$ cat config.mk
export PLATFORM = sky130hd
export DESIGN_NAME = lcs_link_regs
export DESIGN_NICKNAME = d
export VERILOG_FILES = /design/src/verilog/lcs_link_regs.v
export VERILOG_INCLUDE_DIRS = /design/src /design/src/verilog
export SDC_FILE = /design/constraint.sdc
export NUM_CORES = 1
export LEC_CHECK = 0
export BUFFER_PORTS_ARGS = -buffer_cell sky130_fd_sc_hd__clkbuf_2
export CAP_MARGIN = 20
export CORE_ASPECT_RATIO = 1.4
export CORE_MARGIN = 5
export CORE_UTILIZATION = 45
export DETAILED_ROUTE_END_ITERATION = 12
export MAX_ROUTING_LAYER = met4
export PLACE_DENSITY = 0.72
export SLEW_MARGIN = 40
export SYNTH_ARGS = -nofsm -noshare
export SYNTH_HDL_FRONTEND = slang
export SYNTH_SLANG_ARGS = --single-unit
$ cat constraint.sdc
create_clock -name clk -period 1.91 [get_ports clk]
set_input_delay 0 -clock clk [delete_from_list [all_inputs] [get_ports clk]]
set_output_delay 0 -clock clk [all_outputs]
set_load 0.05 [all_outputs]
$ cat src/verilog/lcs_link_map.vh
// Register map, field positions and reset values for the link control
// and self-ID bookkeeping block. Definitions only; included by bare name.
`ifndef LCS_LINK_MAP_VH
`define LCS_LINK_MAP_VH

// Register byte offsets on the host register port
`define LCS_OFS_CTRL_SET 12'h050
`define LCS_OFS_CTRL_CLR 12'h054
`define LCS_OFS_SID_BASE 12'h064
`define LCS_OFS_SID_TALLY 12'h068

// Offset windows that live in the PHY-clock domain
`define LCS_PHY_LO_A 12'h0dc
`define LCS_PHY_HI_A 12'h0f0
`define LCS_PHY_LO_B 12'h100
`define LCS_PHY_HI_B 12'h11c

// Control register bit positions
`define LCS_BIT_POWER 19
`define LCS_BIT_POSTED 18
`define LCS_BIT_ONLINE 17
`define LCS_BIT_REINIT 16

// Self-ID base: writable bits 31..11
`define LCS_BASE_MSB 31
`define LCS_BASE_LSB 11
`define LCS_BASE_W 21

// Self-ID tally fields
`define LCS_TALLY_ERR 31
`define LCS_GEN_MSB 23
`define LCS_GEN_LSB 16
`define LCS_GEN_W 8
`define LCS_SIZE_MSB 10
`define LCS_SIZE_LSB 2
`define LCS_SIZE_W 9

// Reset and answer values
`define LCS_ZERO32 32'h0000_0000
`define LCS_ONES32 32'hffff_ffff
`define LCS_GEN_RST 8'h00
`define LCS_SIZE_RST 9'h000
`define LCS_SIZE_MAX 9'h1ff
`define LCS_BASE_RST 21'h00_0000

// Counter steps and the reset sequencer end value
`define LCS_CNT_ZERO 5'h00
`define LCS_CNT_STEP 5'h01
`define LCS_GEN_STEP 8'h01
`define LCS_SIZE_STEP 9'h001

`endif

$ cat src/verilog/lcs_link_regs.v
// Link control bits and self-ID buffer pointer / tally registers of a
// host-bus to serial-bus bridge, with the PHY-clock access guard.
// Assumes a one-cycle host register strobe port on clk, self-ID events
// from the link core on clk, and a PHY-clock-running level from a pin.
// Limitation: the first accesses to the PHY window after that clock starts
// still abort until the synchronised level catches up.
//
// What this block does
// - Access to PHY-clock registers while that clock stops ends in target abort.
// - With abort suppress set, such reads complete and return all ones.
// - Offsets DCh-F0h and 100h-11Ch belong to the PHY-clock domain.
// - Bit 18 allows posted writes; changed only while link online is 0.
// - Bit 17 link online clears on hardware and software reset.
// - With link online 0 the link takes, handles and sends no packets.
// - Writing 1 to bit 16 resets link state and registers, flushes FIFOs.
// - Bit 16 reads 1 during software reset, then returns to 0 itself.
// - Control bits 15 to 0 always read zero.
// - Self-ID base keeps bits 31 to 11; bits 10 to 0 read zero.
// - Self-ID packets are stored from the address in the base register.
// - Tally bit 31 flags an error in the latest self-ID reception.
// - Generation field 23 to 16 counts bus resets only while the link is powered and online, wrapping after 255.
// - Size field 10 to 2 counts stored quadlets, cleared at reception start.
// - Tally bits 30-24, 15-11 and 1-0 always read zero.
// - Bit 19 link power on must be 1 for any link-to-PHY traffic.
`include "lcs_link_map.vh"
`timescale 1ns/1ps
`default_nettype none

module lcs_link_regs #(
    parameter REINIT_CYCLES = 16
) (
    input wire clk,
    input wire rstn,
    input wire hostReq,
    input wire hostWrite,
    input wire [11:0] hostAddr,
    input wire [31:0] hostWdata,
    output reg hostAck,
    output reg hostAbort,
    output reg [31:0] hostRdata,
    input wire abortSuppress,
    input wire phyClkRunning,
    input wire busResetSeen,
    input wire selfIdStart,
    input wire selfIdQuadlet,
    input wire selfIdFault,
    input wire selfIdDone,
    output reg linkPowerOn,
    output reg postedWriteAllow,
    output reg linkOnline,
    output reg packetsAllowed,
    output reg reinitActive,
    output reg [31:0] selfIdWriteAddr
);

    // Five-bit sequencer count; keep REINIT_CYCLES between 1 and 31
    // because 0 would underflow and larger values are cut.
    localparam [4:0] REINIT_LEN = REINIT_CYCLES[4:0];

    // Offset decode for the PHY-clock windows, used by reads and writes
    function inPhyDomain;
        input [11:0] a;
        begin
            inPhyDomain = ((a >= `LCS_PHY_LO_A) && (a <= `LCS_PHY_HI_A)) ||
                          ((a >= `LCS_PHY_LO_B) && (a <= `LCS_PHY_HI_B));
        end
    endfunction

    // Pin synchroniser for the PHY clock status; stage one feeds stage two only
    // Waiting for stages two and three to agree costs a cycle but drops
    // a single unsettled sample before it can change the abort decision
    reg phyS1_reg;
    reg phyS2_reg;
    reg phyS3_reg;
    reg phyRun_reg;

    always @(posedge clk or negedge rstn) begin
        if (!rstn) begin
            phyS1_reg <= 1'b0;
            phyS2_reg <= 1'b0;
            phyS3_reg <= 1'b0;
            phyRun_reg <= 1'b0;
        end else begin
            phyS1_reg <= phyClkRunning;
            phyS2_reg <= phyS1_reg;
            phyS3_reg <= phyS2_reg;
            if (phyS2_reg == phyS3_reg) begin
                phyRun_reg <= phyS3_reg; // Accept only a settled level
            end
        end
    end

    // Control, software reset and self-ID state
    reg power_reg;
    reg posted_reg;
    reg online_reg;
    reg reinit_reg;
    reg [4:0] reinitCnt_reg;
    reg [`LCS_BASE_W-1:0] base_reg;
    reg idFault_reg;
    reg faultSeen_reg;
    reg [`LCS_GEN_W-1:0] gen_reg;
    reg [`LCS_SIZE_W-1:0] size_reg;

    // Host strobe decode; a blocked write is dropped whole, never half applied
    wire wrStrobe = hostReq && hostWrite;
    wire phyBlocked = inPhyDomain(hostAddr) && !phyRun_reg;
    wire wrOk = wrStrobe && !phyBlocked;
    wire wrSet = wrOk && (hostAddr == `LCS_OFS_CTRL_SET);
    wire wrClr = wrOk && (hostAddr == `LCS_OFS_CTRL_CLR);
    // Events count only while the link is powered, online and not resetting
    wire linkLive = power_reg && online_reg && !reinit_reg;
    wire startEv = linkLive && selfIdStart;
    wire quadEv = linkLive && selfIdQuadlet;
    wire faultEv = linkLive && selfIdFault;
    wire doneEv = linkLive && selfIdDone;

    // Next control bits; soft reset puts the reset values back
    reg power_next;
    reg posted_next;
    reg online_next;
    always @* begin
        power_next = power_reg;
        posted_next = posted_reg;
        online_next = online_reg;
        if (reinit_reg) begin
            power_next = 1'b0;
            posted_next = 1'b0;
            online_next = 1'b0;
        end else begin
            if (wrSet && hostWdata[`LCS_BIT_POWER]) begin
                power_next = 1'b1;
            end else if (wrClr && hostWdata[`LCS_BIT_POWER]) begin
                power_next = 1'b0;
            end
            // Changing posted mode under live traffic would reorder writes
            if (!online_reg) begin
                if (wrSet && hostWdata[`LCS_BIT_POSTED]) begin
                    posted_next = 1'b1;
                end else if (wrClr && hostWdata[`LCS_BIT_POSTED]) begin
                    posted_next = 1'b0;
                end
            end
            if (wrSet && hostWdata[`LCS_BIT_ONLINE]) begin
                online_next = 1'b1;
            end else if (wrClr && hostWdata[`LCS_BIT_ONLINE]) begin
                online_next = 1'b0; // Takes effect next cycle
            end
        end
    end

    // Control bits register their next values on every edge
    always @(posedge clk or negedge rstn) begin
        if (!rstn) begin
            power_reg <= 1'b0;
            posted_reg <= 1'b0;
            online_reg <= 1'b0;
        end else begin
            power_reg <= power_next;
            posted_reg <= posted_next;
            online_reg <= online_next;
        end
    end

    // Software reset sequencer; the bit self-clears when the count ends
    reg reinit_next;
    reg [4:0] reinitCnt_next;
    always @* begin
        reinit_next = reinit_reg;
        reinitCnt_next = reinitCnt_reg;
        if (reinit_reg) begin
            if (reinitCnt_reg == `LCS_CNT_ZERO) begin
                reinit_next = 1'b0;
            end else begin
                reinitCnt_next = reinitCnt_reg - `LCS_CNT_STEP;
            end
        end else if (wrSet && hostWdata[`LCS_BIT_REINIT]) begin
            // A second request while running is ignored, not restarted
            reinit_next = 1'b1;
            reinitCnt_next = REINIT_LEN - `LCS_CNT_STEP;
        end
    end

    // Reset sequencer state
    always @(posedge clk or negedge rstn) begin
        if (!rstn) begin
            reinit_reg <= 1'b0;
            reinitCnt_reg <= `LCS_CNT_ZERO;
        end else begin
            reinit_reg <= reinit_next;
            reinitCnt_reg <= reinitCnt_next;
        end
    end

    // Self-ID buffer base; low eleven bits are never stored
    reg [`LCS_BASE_W-1:0] base_next;
    always @* begin
        base_next = base_reg;
        if (reinit_reg) begin
            base_next = `LCS_BASE_RST;
        end else if (wrOk && (hostAddr == `LCS_OFS_SID_BASE)) begin
            base_next = hostWdata[`LCS_BASE_MSB:`LCS_BASE_LSB];
        end
    end

    // Base register
    always @(posedge clk or negedge rstn) begin
        if (!rstn) begin
            base_reg <= `LCS_BASE_RST;
        end else begin
            base_reg <= base_next;
        end
    end

    // Self-ID tally next value: hardware only, host writes never reach it
    reg idFault_next;
    reg faultSeen_next;
    reg [`LCS_GEN_W-1:0] gen_next;
    reg [`LCS_SIZE_W-1:0] size_next;
    always @* begin
        idFault_next = idFault_reg;
        faultSeen_next = faultSeen_reg;
        gen_next = gen_reg;
        size_next = size_reg;
        if (busResetSeen && linkLive) begin
            gen_next = gen_reg + `LCS_GEN_STEP; // Wraps 255 to 0
        end
        if (startEv) begin
            size_next = `LCS_SIZE_RST;
        end else if (quadEv && (size_reg != `LCS_SIZE_MAX)) begin
            // Saturate rather than wrap so an overrun never looks short
            size_next = size_reg + `LCS_SIZE_STEP;
        end
        // A fault in the closing cycle still counts for this reception
        if (startEv) begin
            faultSeen_next = faultEv;
        end else if (doneEv) begin
            faultSeen_next = 1'b0;
        end else if (faultEv) begin
            faultSeen_next = 1'b1;
        end
        if (doneEv) begin
            idFault_next = faultSeen_reg || faultEv;
        end
    end

    // Self-ID tally registers; no host write path exists
    always @(posedge clk or negedge rstn) begin
        if (!rstn) begin
            idFault_reg <= 1'b0;
            faultSeen_reg <= 1'b0;
            gen_reg <= `LCS_GEN_RST;
            size_reg <= `LCS_SIZE_RST;
        end else if (reinit_reg) begin
            idFault_reg <= 1'b0;
            faultSeen_reg <= 1'b0;
            gen_reg <= `LCS_GEN_RST;
            size_reg <= `LCS_SIZE_RST;
        end else begin
            idFault_reg <= idFault_next;
            faultSeen_reg <= faultSeen_next;
            gen_reg <= gen_next;
            size_reg <= size_next;
        end
    end

    // Read data mux with reserved bits forced to zero
    // Unmapped offsets fall into the default and read as zero
    reg [31:0] readData;
    always @* begin
        readData = `LCS_ZERO32;
        case (hostAddr)
            `LCS_OFS_CTRL_SET, `LCS_OFS_CTRL_CLR: begin
                readData[`LCS_BIT_POWER] = power_reg;
                readData[`LCS_BIT_POSTED] = posted_reg;
                readData[`LCS_BIT_ONLINE] = online_reg;
                readData[`LCS_BIT_REINIT] = reinit_reg;
            end
            `LCS_OFS_SID_BASE: begin
                readData[`LCS_BASE_MSB:`LCS_BASE_LSB] = base_reg;
            end
            `LCS_OFS_SID_TALLY: begin
                readData[`LCS_TALLY_ERR] = idFault_reg;
                readData[`LCS_GEN_MSB:`LCS_GEN_LSB] = gen_reg;
                readData[`LCS_SIZE_MSB:`LCS_SIZE_LSB] = size_reg;
            end
            default: begin
                readData = `LCS_ZERO32;
            end
        endcase
    end

    // Host answer one cycle after the strobe; abort or all ones when blocked
    reg ack_next;
    reg abort_next;
    reg [31:0] rdata_next;
    always @* begin
        ack_next = hostReq && !(phyBlocked && !abortSuppress);
        abort_next = hostReq && phyBlocked && !abortSuppress;
        rdata_next = `LCS_ZERO32;
        if (hostReq && !hostWrite && !abort_next) begin
            // A stopped PHY clock answers all ones instead of stale data
            rdata_next = phyBlocked ? `LCS_ONES32 : readData;
        end
    end

    // Answer registers; data stands only in the acknowledge cycle
    always @(posedge clk or negedge rstn) begin
        if (!rstn) begin
            hostAck <= 1'b0;
            hostAbort <= 1'b0;
            hostRdata <= `LCS_ZERO32;
        end else begin
            hostAck <= ack_next;
            hostAbort <= abort_next;
            hostRdata <= rdata_next;
        end
    end

    // Registered copies of control state for the link core and PHY side
    // Flops on every output keep the link core free of decode glitches
    always @(posedge clk or negedge rstn) begin
        if (!rstn) begin
            linkPowerOn <= 1'b0;
            postedWriteAllow <= 1'b0;
            linkOnline <= 1'b0;
            packetsAllowed <= 1'b0;
            reinitActive <= 1'b0;
            selfIdWriteAddr <= `LCS_ZERO32;
        end else begin
            linkPowerOn <= power_reg && !reinit_reg;
            postedWriteAllow <= posted_reg;
            linkOnline <= online_reg;
            packetsAllowed <= linkLive;
            reinitActive <= reinit_reg; // Flushes FIFOs
            // Next store address: base plus quadlets already written
            selfIdWriteAddr <= {base_reg, 11'h000} +
                               {21'h00_0000, size_reg, 2'b00};
        end
    end

endmodule

`default_nettype wire

==> results.md, run 1 <==
- Crit Path Class: reg2reg
- CP top delay family: simple AND/OR/NAND/NOR gates
- YS warnings: 0
- Register area share after synthesis: 0.620
- Status: complete, but fails checks
- Antenna viol nets, final: 0
- PnR worst setup slack: -0.136 ns
- Reg area: just over 3000 um2
- Maximum root-to-sink buffer count: 2
- Clock Sinks: between 100 and 150
- Max FFs per register: 31
- Pre-antenna DRT Iters: 4
- Slowest library cell on the worst path: dfrtp_1
- Drt initial violations: around 140
- Hold depth: 4
- Number of CTS-inserted buffers: 17
- Synth top area share: 0.620
- Clk root buf: clkbuf_16
- Vias in the first global route: ~3,700
- Synthesis-stage register bit count: around 120
- Fmax: 0.489 GHz
- Post-Syn Instances: ~410
- Clk_lat worst skew: ~0.4 ns
- Final Cycle Share: 1.07
- CP Cell Sequence: ha_2, nand2_2, nor2_2, and3_4, ha_4, nor2b_4, o211ai_1, buf_4, a211oi_2, xnor2_1, nor2_1
- Worst Max-Slew Pin Slew: 0.542 ns
- Internal reg-to-reg setup slack: -0.14 ns
- Area delta synth->final: 34.8%
- Final TNS setup: -0.429 ns
- Post-synth EDFFs: 0
- Library cells used by synthesis: 52
- Antenna cells: 0
- Synth area leaders: dfrtp_1 (62%), a21oi_2 (5.2%), mux2i_1 (4.5%), nand2_1 (3.5%), nor2_1 (3.5%)
- GRT overflow: 0
- Antenna violations before repair: 0
- Most frequent cell after synthesis: dfrtp_1
- Yosys top cell by area: dfrtp_1
- DRC: 0
- Largest net degree at the start of global routing: between 50 and 60
- Die height: about 130 um
- Critical path peak fanout: 3
- PwrDens: about 910 nW/um2
- Die span in x: slightly below 100 um
- Crit path arrival time: about 2.3 ns
- Wirelength, routed: ~11 mm
- Layout Cells excl Fill: roughly 720
- Tmin final: between 2 and 2.5 ns
- R2r worst-path depth: 11
- First-pass GRT wire length: approximately 18 mm
- Peak supply drop: ~0.52 mV
- Pre-CTS setup slack: -0.188 ns
- Max transition margin: 0.637
- Post-synth top flop: dfrtp_1
- FILL cells: approximately 840
- IO Count: between 100 and 150
- Hold Path Class: in2reg
- Most frequent cells after synthesis: dfrtp_1 (121), nand2_1 (45), nor2_1 (45)
- Post-layout power: 5.96 mW
- Failing checks: negative setup slack
- Pleak: between 3 and 4 nW
- Slew Viols, Final: 0
- Worst path required time: 2.19 ns
- CORE AREA: 10,800 um2
- Placed cells: roughly 660
- FF-to-FF End: size_reg[5]
- Total track usage: 0.184
- IO Port Bufs: 112
- Layout Utilization: 0.612
- Multi-input gate area: about 1700 um2
- Crit start category: register
- Via density: 4.89
- Setup crit end kind: register
- Max-Cap Viols: 0
- Worst hold start: hostAddr[2]
- Htree depth: 4
- Setup Skew: 0.0131 ns
- Hold EP: posted_reg
- Buf/Inv on CP: 1
- Detailed placer's ending HPWL: around 7.6 mm
- Initial Utilization: 0.454
- RSZ-0062 raised after global routing: yes
- Hold Fails Final Rpt: 0
- Final #Nets: 627
- Row cnt: 45
- Vias: about 3,500
- Clk slew on worst S/H paths: around 0.050 ns
- CTS tree: done
- Max incr delay on CP: about 0.37 ns
- Worst flop-to-flop path startpoint: size_reg[0]
- Average wire per standard cell: between 15 and 20 um
- Mapped cell area: 4880 um2
- Die area: roughly 13,000 um2
- # setup viols final: 4
- Syn avg cell area: 12.0 um2
- Post-synth ARST share: 1.00
- Share of layout cells above drive strength 1: 0.362
- GP Congestion: roughly 0.8
-- what timing repair did --
item / 4_1_cts / 5_1_grt
gates resized for setup: 8 / 1
endpoints found under the hold margin: 75 / 0
setup endpoints to repair: 5 / 7
pin swaps: 9 / 7
setup buffers: 2 / 0
hold buffers: 31 / 0
-- per-layer routing --
metal	GRT usage	share of wire	vias to the layer above	routed length [um]
met5	-	0	-	0
met4	0.0754	0.020	0	223
met3	0.0503	0.050	17	556
met2	0.315	0.54	95	6030
met1	0.202	0.39	1700	4380
li1	-	-	1702	-
-- layout by cell type, fill, tap and decap left out, types with 3 or more instances in the layout --
master	count
dfrtp_1	121
clkbuf_8	7
and2_1	7
nand3_1	13
a21oi_2	30
nand4_1	3
dlygate4sd3_1	31
a22oi_1	4
xor2_1	7
clkbuf_16	17
clkinvlp_4	3
nor2_1	44
mux2i_1	22
a21oi_1	12
a21o_1	5
buf_4	20
ha_1	3
a22o_1	5
nor3_1	3
xnor2_1	7
and3_1	3
nand2_1	44
clkbuf_2	111
inv_1	6
nor2b_1	4
-- report_power, final --
group	leakage (nW)	switching [mW]	internal [mW]
Clock	0.282	1.05	2.01
Sequential	1.61	0.00974	2.59
Combinational	1.44	0.180	0.120
Total	3.34	1.24	4.72
-- kinds of logic after synthesis --
family | synth area share
compound gates | 0.117
xor+xnor | 0.0251
fa+ha+maj | 0.0149
buf+inv | 0.0354
flops | 0.620
mux | 0.0474
other cells | 0.000768
simple gates | 0.140
-- final cells by class --
cell class / instances / area share
clock inverter: 6 / 0.00950
multi-input combinational: 258 / 0.264
tap: 141 / 0.0268
inverter: 6 / 0.00342
timing repair buffer: 163 / 0.157
clock buffer: 24 / 0.0793
sequential: 121 / 0.460
-- worst min-delay path, stage by stage --
cell and delay, ns:
clkbuf_2 0.16, inv_1 0.10, mux2i_1 0.06, nor2_1 0.08
-- how the worst max path moves through the flow --
stage               slack (ns)          end  cells after the start         from
finish                   -0.14  size_reg[5]                     11  size_reg[0]
global route             -0.19  size_reg[3]                     11  size_reg[0]
CTS                      -0.16  size_reg[7]                     10  size_reg[0]
detailed placement       -0.19  size_reg[7]                     10  size_reg[1]
global placement         -0.09  size_reg[7]                     10  size_reg[1]
floorplan                -0.05  size_reg[7]                     10  size_reg[0]
-- stage by stage --
step	hold WS, ns	instance area [um2]
finish	0.0286	6580
global route	0.0570	6580
CTS	0.0190	6580
detailed placement	0.0142	5630
global placement	0.00644	5630
floorplan	-0.296	4890
No activity file was read; power rests on OpenSTA's default activity.
==> run 2: changes to the inputs <==
--- a/config.mk
+++ b/config.mk
@@ -8,13 +8,12 @@
 export LEC_CHECK = 0
 export BUFFER_PORTS_ARGS = -buffer_cell sky130_fd_sc_hd__clkbuf_2
 export CAP_MARGIN = 20
-export CORE_ASPECT_RATIO = 1.4
+export CORE_ASPECT_RATIO = 1.1
 export CORE_MARGIN = 5
 export CORE_UTILIZATION = 45
 export DETAILED_ROUTE_END_ITERATION = 12
 export MAX_ROUTING_LAYER = met4
 export PLACE_DENSITY = 0.72
-export SLEW_MARGIN = 40
 export SYNTH_ARGS = -nofsm -noshare
 export SYNTH_HDL_FRONTEND = slang
 export SYNTH_SLANG_ARGS = --single-unit
==> results.md, run 2 (synthesized netlist as in run 1, its figures left out) <==
- Die span in x: 109 um (was 98.0 um)
- PwrDens: 903 nW/um2 (was 905 nW/um2)
- Final #Nets: 631 (was 627)
- DRC: 0 (unchanged)
- Antenna violations before repair: 0 (unchanged)
- CORE AREA: 10,800 um2 (about the same)
- Die area: 13,000 um2 (was 13,100 um2)
- Hold Fails Final Rpt: 0 (unchanged)
- Via density: 4.94 (was 4.89)
- Drt initial violations: 162 (was 136)
- Crit Path Class: reg2reg (unchanged)
- Hold_ws: 0.0189 ns (was 0.0286 ns)
- Detailed placer's ending HPWL: 7.62 mm (was 7.58 mm)
- Maximum root-to-sink buffer count: 2 (unchanged)
- Status: complete, but fails checks (unchanged)
- Largest net degree at the start of global routing: 51 (was 56)
- Max-Cap Viols: 0 (unchanged)
- Pre-antenna DRT Iters: 4 (unchanged)
- Commonest non-fill, non-tap cell in the layout: dfrtp_1 (unchanged)
- Row cnt: 40 (was 45)
- Pre-CTS setup slack: -0.172 ns (was -0.188 ns)
- Critical path peak fanout: 3 (unchanged)
- Comb pwr share: 0.051 (was 0.050)
- Final Cell Area: 6600 um2 (was 6580 um2)
- Layout Utilization: 0.613 (was 0.612)
- Clock Sinks: 121 (unchanged)
- Sequential power share: 0.436 (about the same)
- Failing checks: negative setup slack (unchanged)
- GRT overflow: 0 (unchanged)
- Clock power frac: 0.513 (was 0.514)
- Clk_lat worst skew: 0.41 ns (about the same)
- Initial Utilization: 0.454 (about the same)
- Max FFs per register: 31 (unchanged)
- Most frequent cells in the layout: dfrtp_1 (121), clkbuf_2 (111), nand2_1 (44), nor2_1 (44), dlygate4sd3_1 (32) (was dfrtp_1 (121), clkbuf_2 (111), nand2_1 (44), nor2_1 (44), dlygate4sd3_1 (31))
- Area post-placement: 5660 um2 (was 5630 um2)
- Setup Skew: 0.00989 ns (was 0.0131 ns)
- FILL cells: 844 (was 843)
- Antenna cells: 0 (unchanged)
- Hold Path Class: in2reg (unchanged)
- Sw power: 1.26 mW (was 1.24 mW)
- Total track usage: 0.192 (was 0.184)
- CTS tree: done (unchanged)
- Share of layout cells above drive strength 1: 0.361 (was 0.362)
- Crit start category: register (unchanged)
- Final TNS setup: -0.404 ns (was -0.429 ns)
- Number of CTS-inserted buffers: 17 (unchanged)
- Pleak: 3.34 nW (about the same)
- Final Cycle Share: 1.07 (about the same)
- Peak supply drop: 0.505 mV (was 0.523 mV)
- Antenna viol nets, final: 0 (unchanged)
- IO Count: 126 (unchanged)
- Htree depth: 4 (unchanged)
- Vias in the first global route: 3,793 (was 3,690)
- Area delta synth->final: 35.1% (was 34.8%)
- GP Congestion: 0.832 (was 0.791)
- Average wire per standard cell: 15.6 um (about the same)
- Tmin final: 2.04 ns (was 2.05 ns)
- Max transition margin: 0.532 (was 0.637)
- Crit path arrival time: 2.32 ns (about the same)
- Die height: 119 um (was 133 um)
- Worst path required time: 2.19 ns (about the same)
- Worst Max-Slew Pin Slew: 0.700 ns (was 0.542 ns)
- Clk root buf: clkbuf_16 (unchanged)
- Clk slew on worst S/H paths: 0.05 ns (about the same)
- RSZ-0062 raised after global routing: yes (unchanged)
- Wirelength, routed: 11.4 mm (was 11.2 mm)
- Internal reg-to-reg setup slack: -0.13 ns (was -0.14 ns)
- PnR worst setup slack: -0.132 ns (was -0.136 ns)
- Fmax: 0.490 GHz (was 0.489 GHz)
- # setup viols final: 4 (unchanged)
- IO Port Bufs: 112 (unchanged)
- First-pass GRT wire length: 18.8 mm (was 18.3 mm)
- Slew Viols, Final: 0 (unchanged)
- Internal power: 4.70 mW (was 4.72 mW)
- Setup crit end kind: register (unchanged)
- Vias: 3,597 (was 3,514)
- Switching share of power: 0.211 (was 0.208)
## run 2: per-stage QoR
| step | cells | total power [mW] |
|---|---|---|
| final | 728 | 5.96 |
| after global routing | 728 | 6.16 |
| after CTS | 727 | 6.01 |
| after detailed placement | 665 | 2.89 |
| after global placement | 665 | 2.89 |
| after floorplan | 407 | 2.74 |
## run 2: what timing repair did
action	CTS	global route
resized for setup	1	8
setup buffers	1	1
endpoints found under the hold margin	153	0
hold buffers	32	0
pin swaps	3	8
endpoints found under the setup margin	5	7
## run 2: cell type report
| cell class | instances | area [um2] | area share |
|---|---|---|---|
| repair buffers | 167 | 1070 | 0.162 |
| clock buffers | 21 | 470 | 0.0713 |
| well taps | 147 | 184 | 0.0279 |
| clock inverters | 8 | 97.6 | 0.0148 |
| inverters | 6 | 22.5 | 0.00341 |
| multi-input cells | 258 | 1730 | 0.262 |
| flip-flops and latches | 121 | 3030 | 0.459 |
## run 2: worst max-delay path, cell delays in order (launching register included)
cell,delay [ns]
dfrtp_1,0.38
ha_2,0.20
nand2_2,0.06
nor2_2,0.04
and3_4,0.17
ha_4,0.16
nor2b_4,0.10
o211ai_1,0.17
a2111oi_2,0.43
xnor2_1,0.16
nor2_1,0.05
## run 2: worst paths after layout
kind | start | to | depth (start not counted)
max in group asynchronous | rstn | gen_reg[7] | 3
setup reg to reg | size_reg[0] | size_reg[7] | 10
hold reg to reg | phyS1_reg | phyS2_reg | 0
hold / removal | hostAddr[4] | hostRdata[22] | 4
setup / recovery | size_reg[0] | size_reg[7] | 10
min in group asynchronous | rstn | phyS2_reg | 3
## run 2: power by group through the flow
stage	Clock, mW	Sequential, mW	Combinational (mW)
after floorplan	0	2.67	0.0732
after global placement	0	2.64	0.250
after detailed placement	0	2.64	0.256
after CTS	3.10	2.60	0.306
after global routing	3.23	2.60	0.337
final	3.05	2.60	0.306
## run 2: metal layers
metal  wire [um]  track usage  vias to the layer above  share of wire
met5           0            -                        -              0
met4         284       0.0912                        0          0.025
met3         533       0.0477                       28          0.047
met2        5920        0.316                      114           0.52
met1        4650        0.218                     1748           0.41
li1            -            -                     1707              -
